**src/verilog/sctl_regs.svh**
```systemverilog
// Purpose: Offsets, field positions, reset values and timing for the
//          system control register bank.
// Assumes: 100 MHz configuration clock.
// Notes:   Definitions only.
`ifndef SCTL_REGS_SVH
`define SCTL_REGS_SVH

// ****************************************
// Register address and reset image
// ****************************************
`define SCTL_OFFSET        8'h80
`define SCTL_RESET_VALUE   32'h08449060

// ****************************************
// Field positions
// ****************************************
`define SCTL_B_PROT_DIS    21
`define SCTL_B_RSVD_HI     16
`define SCTL_B_BURST_DN    15
`define SCTL_B_BURST_UP    14
`define SCTL_B_ACTIVITY    13
`define SCTL_B_ONE         12
`define SCTL_B_STREAM      11
`define SCTL_B_UP_SETTLE   10
`define SCTL_B_DN_SETTLE   9
`define SCTL_B_PROBE       8
`define SCTL_B_ZERO_HI     7
`define SCTL_B_LOW_PWR     6
`define SCTL_B_LOCK        5
`define SCTL_B_PAR_EN      4
`define SCTL_B_ZERO_LO     3
`define SCTL_B_LEGACY_5V   2
`define SCTL_B_CLOCKS_ALWAYS_ON     1
`define SCTL_B_WAKE_RING_PIN_SELECT       0

// ****************************************
// Byte lanes holding writable fields
// ****************************************
`define SCTL_LANE_LO       0
`define SCTL_LANE_MID      1
`define SCTL_LANE_HI       2

// ****************************************
// Power switch settling delay
// ****************************************
`define SCTL_SETTLE_NS     20000
`define SCTL_CLK_NS        10
`define SCTL_SETTLE_CYC    ((`SCTL_SETTLE_NS + `SCTL_CLK_NS - 1) / `SCTL_CLK_NS)
`define SCTL_CNT_W         12

`endif

```
**src/verilog/sctl_pkg.sv**
```systemverilog
// Purpose: Types shared by the system control bank.
// Assumes: Nothing beyond the register header.
// Notes:   Constants live in sctl_regs.svh.
`default_nettype none
`include "sctl_regs.svh"
package sctl_pkg;
  // Power switch sequencing phases
  typedef enum logic [1:0] {
    SCTL_PWR_IDLE,
    SCTL_PWR_STREAM,
    SCTL_PWR_SETTLE
  } sctl_pwr_e;
  typedef logic [`SCTL_CNT_W-1:0] sctl_cnt_t;
endpackage
`default_nettype wire

```
**src/verilog/sctl_sync.sv**
```systemverilog
// Purpose: Two-flop synchroniser for pin inputs.
// Assumes: Idle level of every bit is high.
// Notes:   First stage is read only by the second.
`timescale 1ns/100ps
`default_nettype none
module sctl_sync #(
  parameter int W = 1
) (
  // Clock and reset
  input  wire logic         clk,
  input  wire logic         rst,
  // Data
  input  wire logic [W-1:0] d,
  output var  logic [W-1:0] q
);
  logic [W-1:0] meta_r;

  // Reset to idle so a released reset does not look like an assertion
  always_ff @(posedge clk) begin
    if (rst) begin
      meta_r <= '1;
      q      <= '1;
    end else begin
      meta_r <= d;
      q      <= meta_r;
    end
  end
endmodule
`default_nettype wire

```
**src/verilog/sctl_pwr_seq.sv**
```systemverilog
// Purpose: Tracks the serial power stream and its settling delay.
// Assumes: Request and done are one-cycle pulses on clk.
// Notes:   Settling flags are context bits with their own clear.
`timescale 1ns/100ps
`default_nettype none
`include "sctl_regs.svh"
module sctl_pwr_seq (
  // Clock and resets
  input  wire logic clk,
  input  wire logic rst,
  input  wire logic ctx_clr,
  // Switch events
  input  wire logic pwr_change_req,
  input  wire logic stream_done,
  input  wire logic stream_is_up,
  // Status
  output var  logic power_stream_busy,
  output var  logic power_up_settling,
  output var  logic power_down_settling
);
  import sctl_pkg::*;
  localparam sctl_cnt_t SETTLE = sctl_cnt_t'(`SCTL_SETTLE_CYC);
  sctl_pwr_e state_r;
  sctl_cnt_t cnt_r;
  sctl_cnt_t since_end_r;
  logic      expire;

  assign expire = (state_r == SCTL_PWR_SETTLE) && (cnt_r == sctl_cnt_t'(1));

  // Phase sequencer; a new request restarts the stream
  always_ff @(posedge clk) begin
    if (rst) begin
      state_r <= SCTL_PWR_IDLE;
    end else if (pwr_change_req) begin
      state_r <= SCTL_PWR_STREAM;
    end else begin
      unique case (state_r)
        SCTL_PWR_IDLE: begin
          state_r <= SCTL_PWR_IDLE;
        end
        SCTL_PWR_STREAM: begin
          if (stream_done) begin
            state_r <= SCTL_PWR_SETTLE;
          end
        end
        SCTL_PWR_SETTLE: begin
          if (expire) begin
            state_r <= SCTL_PWR_IDLE;
          end
        end
      endcase
    end
  end

  // Settling counter, loaded when the stream ends
  always_ff @(posedge clk) begin
    if (rst) begin
      cnt_r <= '0;
    end else if (state_r == SCTL_PWR_STREAM && stream_done) begin
      cnt_r <= SETTLE;
    end else if (cnt_r != '0) begin
      cnt_r <= cnt_r - sctl_cnt_t'(1);
    end
  end

  // Busy from request to end of delay; global reset only
  always_ff @(posedge clk) begin
    if (rst) begin
      power_stream_busy <= 1'b0;
    end else begin
      power_stream_busy <= pwr_change_req ||
        (state_r == SCTL_PWR_STREAM) || (state_r == SCTL_PWR_SETTLE && !expire);
    end
  end

  // Direction flags, set at stream end and dropped at expiry
  always_ff @(posedge clk) begin
    if (rst || ctx_clr || expire || pwr_change_req) begin
      power_up_settling   <= 1'b0;
      power_down_settling <= 1'b0;
    end else if (state_r == SCTL_PWR_STREAM && stream_done) begin
      power_up_settling   <= stream_is_up;
      power_down_settling <= !stream_is_up;
    end
  end

  // Cycles since the stream ended; lets the checks count a long delay
  always_ff @(posedge clk) begin
    if (rst || pwr_change_req) begin
      since_end_r <= '0;
    end else if (state_r == SCTL_PWR_STREAM && stream_done) begin
      since_end_r <= sctl_cnt_t'(1);
    end else if (since_end_r == SETTLE) begin
      since_end_r <= '0;
    end else if (since_end_r != '0) begin
      since_end_r <= since_end_r + sctl_cnt_t'(1);
    end
  end
endmodule
`default_nettype wire

```
**src/verilog/sctl_top.sv**
```systemverilog
// Purpose: System control register, low 22 bits, in configuration space.
// Assumes: clk is the configuration clock; rst is the global reset.
// Notes:   Bits 31-22 are outside this block and read as zero.
`timescale 1ns/100ps
`default_nettype none
`include "sctl_regs.svh"
module sctl_top (
  // Clock and global reset
  input  wire logic        clk,
  input  wire logic        rst,
  // Bus reset pin and wake enable
  input  wire logic        pci_bus_reset_n,
  input  wire logic        pme_enable,
  // Configuration access to function 0
  input  wire logic [7:0]  cfg_addr,
  input  wire logic        cfg_rd,
  input  wire logic        cfg_wr,
  input  wire logic [3:0]  cfg_be,
  input  wire logic [31:0] cfg_wdata,
  output var  logic [31:0] cfg_rdata,
  // Hardware status sources
  input  wire logic        card_access,
  input  wire logic        pwr_change_req,
  input  wire logic        stream_done,
  input  wire logic        stream_is_up,
  input  wire logic        probe_active,
  input  wire logic        legacy_5v_sel,
  input  wire logic        card_parity_err,
  // Wake and ring sources
  input  wire logic        pme_event,
  input  wire logic        ring_indicate_output,
  input  wire logic        ring_output_enable,
  // Control outputs
  output var  logic        card_supply_protect_disable,
  output var  logic        read_burst_downstream_en,
  output var  logic        read_burst_upstream_en,
  output var  logic        low_power_mode_en,
  output var  logic        id_regs_write_lock,
  output var  logic        card_parity_to_syserr_en,
  output var  logic        clocks_always_on,
  output var  logic        wake_ring_pin_select,
  output var  logic        card_parity_syserr,
  // Shared wake/ring pin
  output var  logic        wake_ring_pin_o,
  output var  logic        wake_ring_pin_oe_n
);
  import sctl_pkg::*;

  localparam logic [31:0] RV = `SCTL_RESET_VALUE;

  // ****************************************
  // Byte-lane decode
  // ****************************************
  function automatic logic lane_wr(input logic [3:0] be, input int lane);
    lane_wr = be[lane];
  endfunction

  logic        hit;
  logic        wr_hit;
  logic        rd_hit;
  logic        wr_lo;
  logic        wr_mid;
  logic        wr_hi;
  logic        bus_rst_n_s;
  logic        ctx_clr;
  logic [4:0]  rsvd_hi_r;
  logic        socket_activity_flag;
  logic        card_probe_busy;
  logic        legacy_supply_level;
  logic        power_stream_busy;
  logic        power_up_settling;
  logic        power_down_settling;
  logic [31:0] sctl_value;

  assign hit    = (cfg_addr == `SCTL_OFFSET);
  assign wr_hit = hit && cfg_wr;
  assign rd_hit = hit && cfg_rd;
  assign wr_lo  = wr_hit && lane_wr(cfg_be, `SCTL_LANE_LO);
  assign wr_mid = wr_hit && lane_wr(cfg_be, `SCTL_LANE_MID);
  assign wr_hi  = wr_hit && lane_wr(cfg_be, `SCTL_LANE_HI);

  // ****************************************
  // Bus reset pin crossing
  // ****************************************
  sctl_sync #(.W(1)) u_sync (
    .clk (clk),
    .rst (rst),
    .d   (pci_bus_reset_n),
    .q   (bus_rst_n_s)
  );

  // Context bits survive bus reset only while wake events are armed
  assign ctx_clr = !bus_rst_n_s && !pme_enable;

  // ****************************************
  // Writable fields, loaded with reset values by global reset only
  // ****************************************
  // Upper lane: protection and reserved bits written back as given
  always_ff @(posedge clk) begin
    if (rst) begin
      card_supply_protect_disable <= RV[`SCTL_B_PROT_DIS];
      rsvd_hi_r                   <= RV[`SCTL_B_RSVD_HI +: 5];
    end else if (wr_hi) begin
      card_supply_protect_disable <= cfg_wdata[`SCTL_B_PROT_DIS];
      rsvd_hi_r                   <= cfg_wdata[`SCTL_B_RSVD_HI +: 5];
    end
  end

  // Middle lane: read burst enables
  always_ff @(posedge clk) begin
    if (rst) begin
      read_burst_downstream_en <= RV[`SCTL_B_BURST_DN];
      read_burst_upstream_en   <= RV[`SCTL_B_BURST_UP];
    end else if (wr_mid) begin
      read_burst_downstream_en <= cfg_wdata[`SCTL_B_BURST_DN];
      read_burst_upstream_en   <= cfg_wdata[`SCTL_B_BURST_UP];
    end
  end

  // Low lane: power savings, id lock, parity, clocks, pin select
  always_ff @(posedge clk) begin
    if (rst) begin
      low_power_mode_en        <= RV[`SCTL_B_LOW_PWR];
      id_regs_write_lock       <= RV[`SCTL_B_LOCK];
      card_parity_to_syserr_en <= RV[`SCTL_B_PAR_EN];
      clocks_always_on         <= RV[`SCTL_B_CLOCKS_ALWAYS_ON];
      wake_ring_pin_select     <= RV[`SCTL_B_WAKE_RING_PIN_SELECT];
    end else if (wr_lo) begin
      low_power_mode_en        <= cfg_wdata[`SCTL_B_LOW_PWR];
      id_regs_write_lock       <= cfg_wdata[`SCTL_B_LOCK];
      card_parity_to_syserr_en <= cfg_wdata[`SCTL_B_PAR_EN];
      clocks_always_on         <= cfg_wdata[`SCTL_B_CLOCKS_ALWAYS_ON];
      wake_ring_pin_select     <= cfg_wdata[`SCTL_B_WAKE_RING_PIN_SELECT];
    end
  end

  // ****************************************
  // Status fields
  // ****************************************
  // Activity: an access in the read cycle wins so no access goes unseen
  always_ff @(posedge clk) begin
    if (rst) begin
      socket_activity_flag <= 1'b0;
    end else if (card_access) begin
      socket_activity_flag <= 1'b1;
    end else if (rd_hit) begin
      socket_activity_flag <= 1'b0;
    end
  end

  // Interrogation mirror, a context bit
  always_ff @(posedge clk) begin
    if (rst || ctx_clr) begin
      card_probe_busy <= 1'b0;
    end else begin
      card_probe_busy <= probe_active;
    end
  end

  // Legacy supply level follows the socket power logic
  always_ff @(posedge clk) begin
    if (rst) begin
      legacy_supply_level <= 1'b0;
    end else begin
      legacy_supply_level <= legacy_5v_sel;
    end
  end

  sctl_pwr_seq u_pwr (
    .clk                 (clk),
    .rst                 (rst),
    .ctx_clr             (ctx_clr),
    .pwr_change_req      (pwr_change_req),
    .stream_done         (stream_done),
    .stream_is_up        (stream_is_up),
    .power_stream_busy   (power_stream_busy),
    .power_up_settling   (power_up_settling),
    .power_down_settling (power_down_settling)
  );

  // ****************************************
  // Read path
  // ****************************************
  // Fixed bits come from constants, so writes cannot reach them
  always_comb begin
    sctl_value                          = '0;
    sctl_value[`SCTL_B_PROT_DIS]        = card_supply_protect_disable;
    sctl_value[`SCTL_B_RSVD_HI +: 5]    = rsvd_hi_r;
    sctl_value[`SCTL_B_BURST_DN]        = read_burst_downstream_en;
    sctl_value[`SCTL_B_BURST_UP]        = read_burst_upstream_en;
    sctl_value[`SCTL_B_ACTIVITY]        = socket_activity_flag;
    sctl_value[`SCTL_B_ONE]             = 1'b1;
    sctl_value[`SCTL_B_STREAM]          = power_stream_busy;
    sctl_value[`SCTL_B_UP_SETTLE]       = power_up_settling;
    sctl_value[`SCTL_B_DN_SETTLE]       = power_down_settling;
    sctl_value[`SCTL_B_PROBE]           = card_probe_busy;
    sctl_value[`SCTL_B_ZERO_HI]         = 1'b0;
    sctl_value[`SCTL_B_LOW_PWR]         = low_power_mode_en;
    sctl_value[`SCTL_B_LOCK]            = id_regs_write_lock;
    sctl_value[`SCTL_B_PAR_EN]          = card_parity_to_syserr_en;
    sctl_value[`SCTL_B_ZERO_LO]         = 1'b0;
    sctl_value[`SCTL_B_LEGACY_5V]       = legacy_supply_level;
    sctl_value[`SCTL_B_CLOCKS_ALWAYS_ON]         = clocks_always_on;
    sctl_value[`SCTL_B_WAKE_RING_PIN_SELECT]           = wake_ring_pin_select;
  end

  // Read data registered one cycle after the strobe, zero otherwise
  always_ff @(posedge clk) begin
    if (rst) begin
      cfg_rdata <= '0;
    end else begin
      cfg_rdata <= rd_hit ? sctl_value : '0;
    end
  end

  // ****************************************
  // Parity reporting and shared pin
  // ****************************************
  always_ff @(posedge clk) begin
    if (rst) begin
      card_parity_syserr <= 1'b0;
    end else begin
      card_parity_syserr <= card_parity_err && card_parity_to_syserr_en;
    end
  end

  // Pin floats when neither the wake route nor the ring enable is set
  always_ff @(posedge clk) begin
    if (rst) begin
      wake_ring_pin_o    <= 1'b0;
      wake_ring_pin_oe_n <= 1'b1;
    end else begin
      wake_ring_pin_o    <= wake_ring_pin_select ? pme_event
                                                 : ring_indicate_output;
      wake_ring_pin_oe_n <= !(wake_ring_pin_select || ring_output_enable);
    end
  end
endmodule
`default_nettype wire

```
**config.mk**
```make
export PLATFORM = sky130hd
export DESIGN_NAME = sctl_top
export DESIGN_NICKNAME = d
export VERILOG_FILES = /design/src/verilog/sctl_pkg.sv /design/src/verilog/sctl_sync.sv /design/src/verilog/sctl_pwr_seq.sv /design/src/verilog/sctl_top.sv
export VERILOG_INCLUDE_DIRS = /design/src /design/src/verilog
export SDC_FILE = /design/constraint.sdc
export NUM_CORES = 1
export LEC_CHECK = 0
export ABC_AREA = 0
export ABC_CLOCK_PERIOD_IN_PS = 1700
export BUFFER_PORTS_ARGS = -buffer_cell sky130_fd_sc_hd__clkbuf_2
export CORE_MARGIN = 1.5
export CORE_UTILIZATION = 30
export DETAILED_ROUTE_END_ITERATION = 8
export GPL_TIMING_DRIVEN = 0
export HOLD_SLACK_MARGIN = 0.12
export SLEW_MARGIN = 20
export SYNTH_ARGS = -nofsm -noshare
export SYNTH_HDL_FRONTEND = slang
export SYNTH_SLANG_ARGS = --single-unit
```
**constraint.sdc**
```tcl
create_clock -name clk -period 1.7 [get_ports clk]
set_input_delay 0.085 -clock clk [delete_from_list [all_inputs] [get_ports clk]]
set_output_delay 0.085 -clock clk [all_outputs]
set_load 0.01 [all_outputs]
```
==> impl_results.md, run 1 <==
- Core Box Area: 6907 um^2
- Seq/Total Area, Yosys: 0.5309
- Type of the worst min-delay path: input pin to flop
- Clock power share: 0.273
- Critical Path RT: approximately 2 ns
- Ratio of total power to cell area: 1295 nW/um^2
- Starting DRT DRC Count: 53
- Most common cell after layout, fill and taps aside: clkbuf_2
- Syn Area/Cell: 10.03 um^2
- Post-route cell area: 3253 um^2
- Number of synthesized flops with an enable pin: 0
- Cells after DPL: 394
- Startpoint Class: flop
- Tot GR Track Use: 0.1335
- I/O Pins: approximately 100
- Diode count: 0
- First-pass GRT wire length: 7.886 mm
- Outcome: finished, violations left
- Commonest non-fill, non-tap cells in the layout: 69 x clkbuf_2, 54 x dfxtp_1, 27 x nor2_1
- Die Area: 7812 um^2
- H-tree Lvls: 3
- Pwr Total: 4.214 mW
- Slowest-stage cell, CP: or4_4
- Post-synth ARST share: 0
- CTS Buf Count: 9
- Comb pwr share: 0.320
- CTS tree: yes
- FP Rows: 30
- Grt ovf: 0
- Worst hold slack: about 0.15 ns
- Max_cap viols: 0
- CP max FO: 4
- Clk root buf: clkbuf_8
- DP Worst Slack: -0.1215 ns
- RSZ-0062 raised after global routing: true
- Largest net degree at the start of global routing: 11
- DRC: 0
- Post-Route WL: 4.840 mm
- Avg WL per Cell: 10.95 um
- Synth Register Bits: 58
- Critical Path AT: 1.95 ns
- Area contributors post-synth: dfxtp_1 53%, mux2i_1 5.5%, and2_1 5.4%
- Worst-skew pair later-pin latency: 0.33 ns
- Via count: 1900
- Skew final: 0.005339 ns
- Switching share of power: 0.3133
- Final Hold Viols: 0
- Vias in the first global route: 1778
- Cell Area, Placed: about 2700 um^2
- Top_reg_cell synth: dfxtp_1
- CP endpoint kind: flop
- Relative slew slack: 0.6654
- Critical path class: flop to flop
- Core Util, Final: 0.4710
- Layout Cells excl Fill: between 400 and 500
- HPWL after detailed placement: 3.262 mm
- Sequential Power Share: 0.407
- Cell taking the most area after synthesis: dfxtp_1
- Warnings from Yosys: 0
- Drt via density: ~4.3
- Share of post-route cells with drive strength above 1: 0.3526
- Peak supply drop: 0.4330 mV
- Worst path max stage delay: 0.56 ns
- Gpl congestion: 0.7788
- Final setup vio count: 1
- Clock slew at reported path FFs: 0.06 ns
- FMAX: 588.1 MHz
- Count of different cell masters after synthesis: 37
- Die Ht: 88.39 um
- Cells after synthesis: 218
- Standby leakage power: between 1.5 and 2 nW
- CP Cell Sequence: or4_4 -> a41o_1 -> or3_1 -> a31oi_1
- Final ANT Viol Nets: 0
- Buffers on Ports: 69
- Initial antenna violation count: 0
- Sinks on Clock Net: 58
- Nets@finish: ~400
- Layout area overhead: 48.74%
- Setup TNS: -0.0003519 ns
- Yosys top cell area share: 0.5309
- Tmin final: roughly 1.7 ns
- Die Width: between 80 and 90 um
- Sw Pwr: 1.320 mW
- Drt first pass iters: 4
- Mapped Area: 2187 um^2
- CTS max path bufs: 2
- Fin. max-slew vios: 0
- Int Pwr: 2.894 mW
- Setup ws final: -0.0003519 ns
- Final worst-path cycle share: 1.000
- Violated checks: negative setup slack
- Slew @ Worst Pin: 0.5019 ns
- Starting Density: 0.3167
## worst max-delay path, delay by kind of cell, from the launching register on
family / cells / cell delay (ns)
AND/OR/NAND/NOR: 2 / 0.87
AO/OA/AOI/OAI: 2 / 0.41
flip-flops: 1 / 0.35
## power groups by stage
stage	registers, mW	clock network [mW]	logic, mW
floorplan	1.65	0	0.804
global placement	1.68	0	0.961
detailed placement	1.69	0	0.972
CTS	1.68	1.18	1.14
global route	1.75	1.26	1.50
finish	1.72	1.15	1.35
## state kept, by name, summed over array words and instances (netlist names), 2 cells and up
signal / count
cfg_rdata: 20
u_pwr.cnt_r: 12
rsvd_hi_r: 5
u_pwr.state_r: 2
## cells in the mapped netlist (4+ instances only)
master and instances:
dfxtp_1 58, nand4_1 4, a211o_1 4, and2_1 19, mux2i_1 12, nor2_1 27
clkbuf_1 7, inv_1 9, buf_4 12, or3_1 4, a21oi_1 13
## final timing paths
path | from | to | slack (ns) | cells after the start
setup / recovery | u_pwr.cnt_r[3] | u_pwr.cnt_r[7] | -0.0004 | 4
hold / removal | cfg_be[1] | read_burst_downstream_en | 0.15 | 3
setup reg to reg | u_pwr.cnt_r[3] | u_pwr.cnt_r[7] | -0.0004 | 4
hold reg to reg | u_sync.meta_r | u_sync.q | 0.42 | 1
## metal layers
layer,GRT usage,vias up,wire length [um]
li1,-,972,-
met1,0.1513,858,2128
met2,0.2255,65,2285
met3,0.04851,5,360
met4,0.05966,0,67
met5,0,-,0
## cell families (layout without fill, tap and decap cells)
family | after synthesis | count (layout) | synth area share
AOI/OAI and AO/OA | 32 | 32 | 0.09839
xor gates and xnor gates | 5 | 5 | 0.02003
adders and majority gates | 2 | 2 | 0.01144
buffers and inverters | 28 | 145 | 0.06865
DFF | 58 | 58 | 0.5309
muxes | 12 | 12 | 0.05492
other | 1 | 12 | 0.001715
and+or+nand+nor | 80 | 80 | 0.2140
## layout make-up
class / count / area, um^2
well taps: 96 / 120.1
fillers: 695 / 3654
multi-input cells: 143 / 980.9
flip-flops and latches: 58 / 1169
plain buffers: 19 / 116.4
inverters: 9 / 33.78
clock inverters: 2 / 10.01
repair buffers: 101 / 650.6
clock buffers: 14 / 172.7
## repair_timing
item	CTS	global route
pin swaps	2	4
resized for setup	6	10
hold buffers	26	0
hold endpoints to repair	25	0
setup buffers	3	3
endpoints found under the setup margin	10	13
Note: power is estimated with default switching activity, not from simulation.
==> run 2, diff against run 1 <==
--- a/config.mk
+++ b/config.mk
@@ -7,7 +7,7 @@
 export NUM_CORES = 1
 export LEC_CHECK = 0
 export ABC_AREA = 0
-export ABC_CLOCK_PERIOD_IN_PS = 1700
+export ABC_CLOCK_PERIOD_IN_PS = 1800
 export BUFFER_PORTS_ARGS = -buffer_cell sky130_fd_sc_hd__clkbuf_2
 export CORE_MARGIN = 1.5
 export CORE_UTILIZATION = 30
==> constraint.sdc (replaced) <==
create_clock -name clk -period 1.8 [get_ports clk]
set_input_delay 0.09 -clock clk [delete_from_list [all_inputs] [get_ports clk]]
set_output_delay 0.09 -clock clk [all_outputs]
set_load 0.01 [all_outputs]
==> impl_results.md, run 2 (same netlist as run 1, synthesis figures left out) <==
- Drt first pass iters: 4
- Core Box Area: a little under 7000 um^2
- Commonest non-fill, non-tap cells in the layout: 69 x clkbuf_2, 56 x dfxtp_1, 27 x nor2_1
- Die Ht: 88.39 um
- Setup TNS: 0 ns
- Comb pwr share: 0.295
- CP max FO: 5
- Final Hold Viols: 0
- H-tree Lvls: 3
- Worst path max stage delay: 0.56 ns
- Startpoint Class: flop
- Cell Area, Placed: 2694 um^2
- FF-to-FF End: u_pwr.cnt_r[7]
- CTS max path bufs: 2
- Fillcell total: 703
- Worst R2R Setup Slack: 0.08 ns
- Type of the worst min-delay path: input pin to flop
- Standby leakage power: 1.508 nW
- M3 GR Usage: 0.04851
- Final worst-path cycle share: 0.9553
- Post-route cell area: 3202 um^2
- Nets@finish: 401
- Core Util, Final: 0.4636
- Starting DRT DRC Count: 45
- FMAX: 581.6 MHz
- Met2 Resource Use GR: 0.2241
- Grt ovf: 0
- CTS Buf Count: 9
- Hold Path Cell Cnt: 3
- CP Cell Sequence: or4_4 -> a41o_1 -> or3_1 -> a31oi_1
- Die Area: approximately 7800 um^2
- Slowest-stage cell, CP: or4_4
- Vias in the first global route: 1774
- Tot GR Track Use: 0.1335
- First-pass GRT wire length: 7.893 mm
- Share of post-route cells with drive strength above 1: 0.3314
- Layout area overhead: 46.40%
- Final setup vio count: 0
- Int Pwr: 2.658 mW
- Gpl congestion: ~0.78
- WHS Endpoint: read_burst_downstream_en
- Ratio of total power to cell area: 1194 nW/um^2
- Critical Path AT: 1.97 ns
- R2R cell count: 4
- Critical Path RT: approximately 2.1 ns
- CTS tree: yes
- Avg WL per Cell: 10.90 um
- Relative slew slack: 0.6486
- Fin. max-slew vios: 0
- Max reg flops: 20
- HPWL after detailed placement: 3.262 mm
- Reg with most FFs: cfg_rdata
- Peak supply drop: 0.3981 mV
- Slew @ Worst Pin: 0.5271 ns
- Max_cap viols: 0
- FP Rows: 30
- Met1 Resource Use GR: 0.1524
- Starting Density: 0.3167
- Most used routing layer: met2
- Tmin final: 1.719 ns
- Outcome: finished, final reports clean
- Biggest regs: cfg_rdata (20), u_pwr.cnt_r (12), rsvd_hi_r (5)
- Final ANT Viol Nets: 0
- Die Width: roughly 90 um
- Skew final: 0.006957 ns
- Drt via density: 4.264
- Layout Cells excl Fill: 440
- Post-Route WL: 4.795 mm
- Buffers on Ports: a little under 70
- Clk root buf: clkbuf_8
- Sequential Power Share: 0.421
- Cells after DPL: around 390
- I/O Pins: around 100
- DRC: 0
- Clock slew at reported path FFs: 0.06 ns
- Pwr Total: about 3.8 mW
- Critical path class: flop to flop
- RSZ-0062 raised after global routing: true
- Initial antenna violation count: 0
- Switching share of power: 0.3049
- RR Startpoint: u_pwr.cnt_r[0]
- Largest net degree at the start of global routing: 11
- Clock power share: 0.284
- Hold Crit Start: cfg_be[1]
- CP endpoint kind: flop
- Sw Pwr: roughly 1.2 mW
- Sinks on Clock Net: just under 60
- Via count: around 1900
- Sequential cell area: approximately 1200 um^2
- Diode count: 0
- Worst-skew pair later-pin latency: ~0.33 ns
- Multi-input gate area: 949.7 um^2
- Most common cell after layout, fill and taps aside: clkbuf_2
-- run 2: power by group through the flow --
stage	combinational, mW	clock, mW	sequential (mW)
floorplan	0.759	0	1.56
global placement	0.907	0	1.59
detailed placement	0.918	0	1.59
CTS	0.989	1.11	1.57
global route	1.26	1.19	1.64
finish	1.13	1.08	1.61
-- run 2: how the worst max path moves through the flow --
stage	startpoint	endpoint	slack, ns
6_report	u_pwr.cnt_r[0]	u_pwr.cnt_r[7]	0.08
4_1_cts	u_pwr.cnt_r[4]	u_pwr.power_up_settling	0.02
2_1_floorplan	u_pwr.cnt_r[0]	u_pwr.cnt_r[10]	0.17
3_5_place_dp	u_pwr.cnt_r[0]	u_pwr.cnt_r[10]	-0.02
5_1_grt	u_pwr.cnt_r[0]	u_pwr.cnt_r[7]	-0.01
3_3_place_gp	u_pwr.cnt_r[0]	u_pwr.cnt_r[10]	-0.009
-- run 2: per-layer routing --
layer / vias up / share of wire
met5: - / 0
met4: 0 / 0.014
met3: 5 / 0.077
met2: 61 / 0.48
met1: 846 / 0.43
li1: 964 / -
-- run 2: timing repair --
item	CTS	global route
hold buffers	26	0
resized for setup	1	6
setup endpoints to repair	1	12
pin swaps	0	3
buffers inserted	0	4
hold endpoints to repair	25	0
-- run 2: cell type report --
cell class                 instances  share of cell area
sequential                        58              0.3634
multi-input combinational        143              0.2966
timing repair buffer              99              0.1985
clock buffer                      14             0.05393
tap                               96             0.03751
buffer                            19             0.03634
inverter                           9             0.01055
clock inverter                     2            0.003126
-- run 2: critical path: cells and delay by family (launching register included) --
family | cells | cell delay, ns
and+or+nand+nor | 2 | 0.87
AOI/OAI and AO/OA | 2 | 0.42
DFF | 1 | 0.35
-- run 2: stage by stage --
step | setup slack (ns) | hold slack [ns]
after global routing | -0.01193 | 0.1509
final | 0.08051 | 0.1541
after CTS | 0.01948 | 0.1409
after detailed placement | -0.02148 | 0.2821
after floorplan | 0.1701 | 0.1685
after global placement | -0.009318 | 0.2761
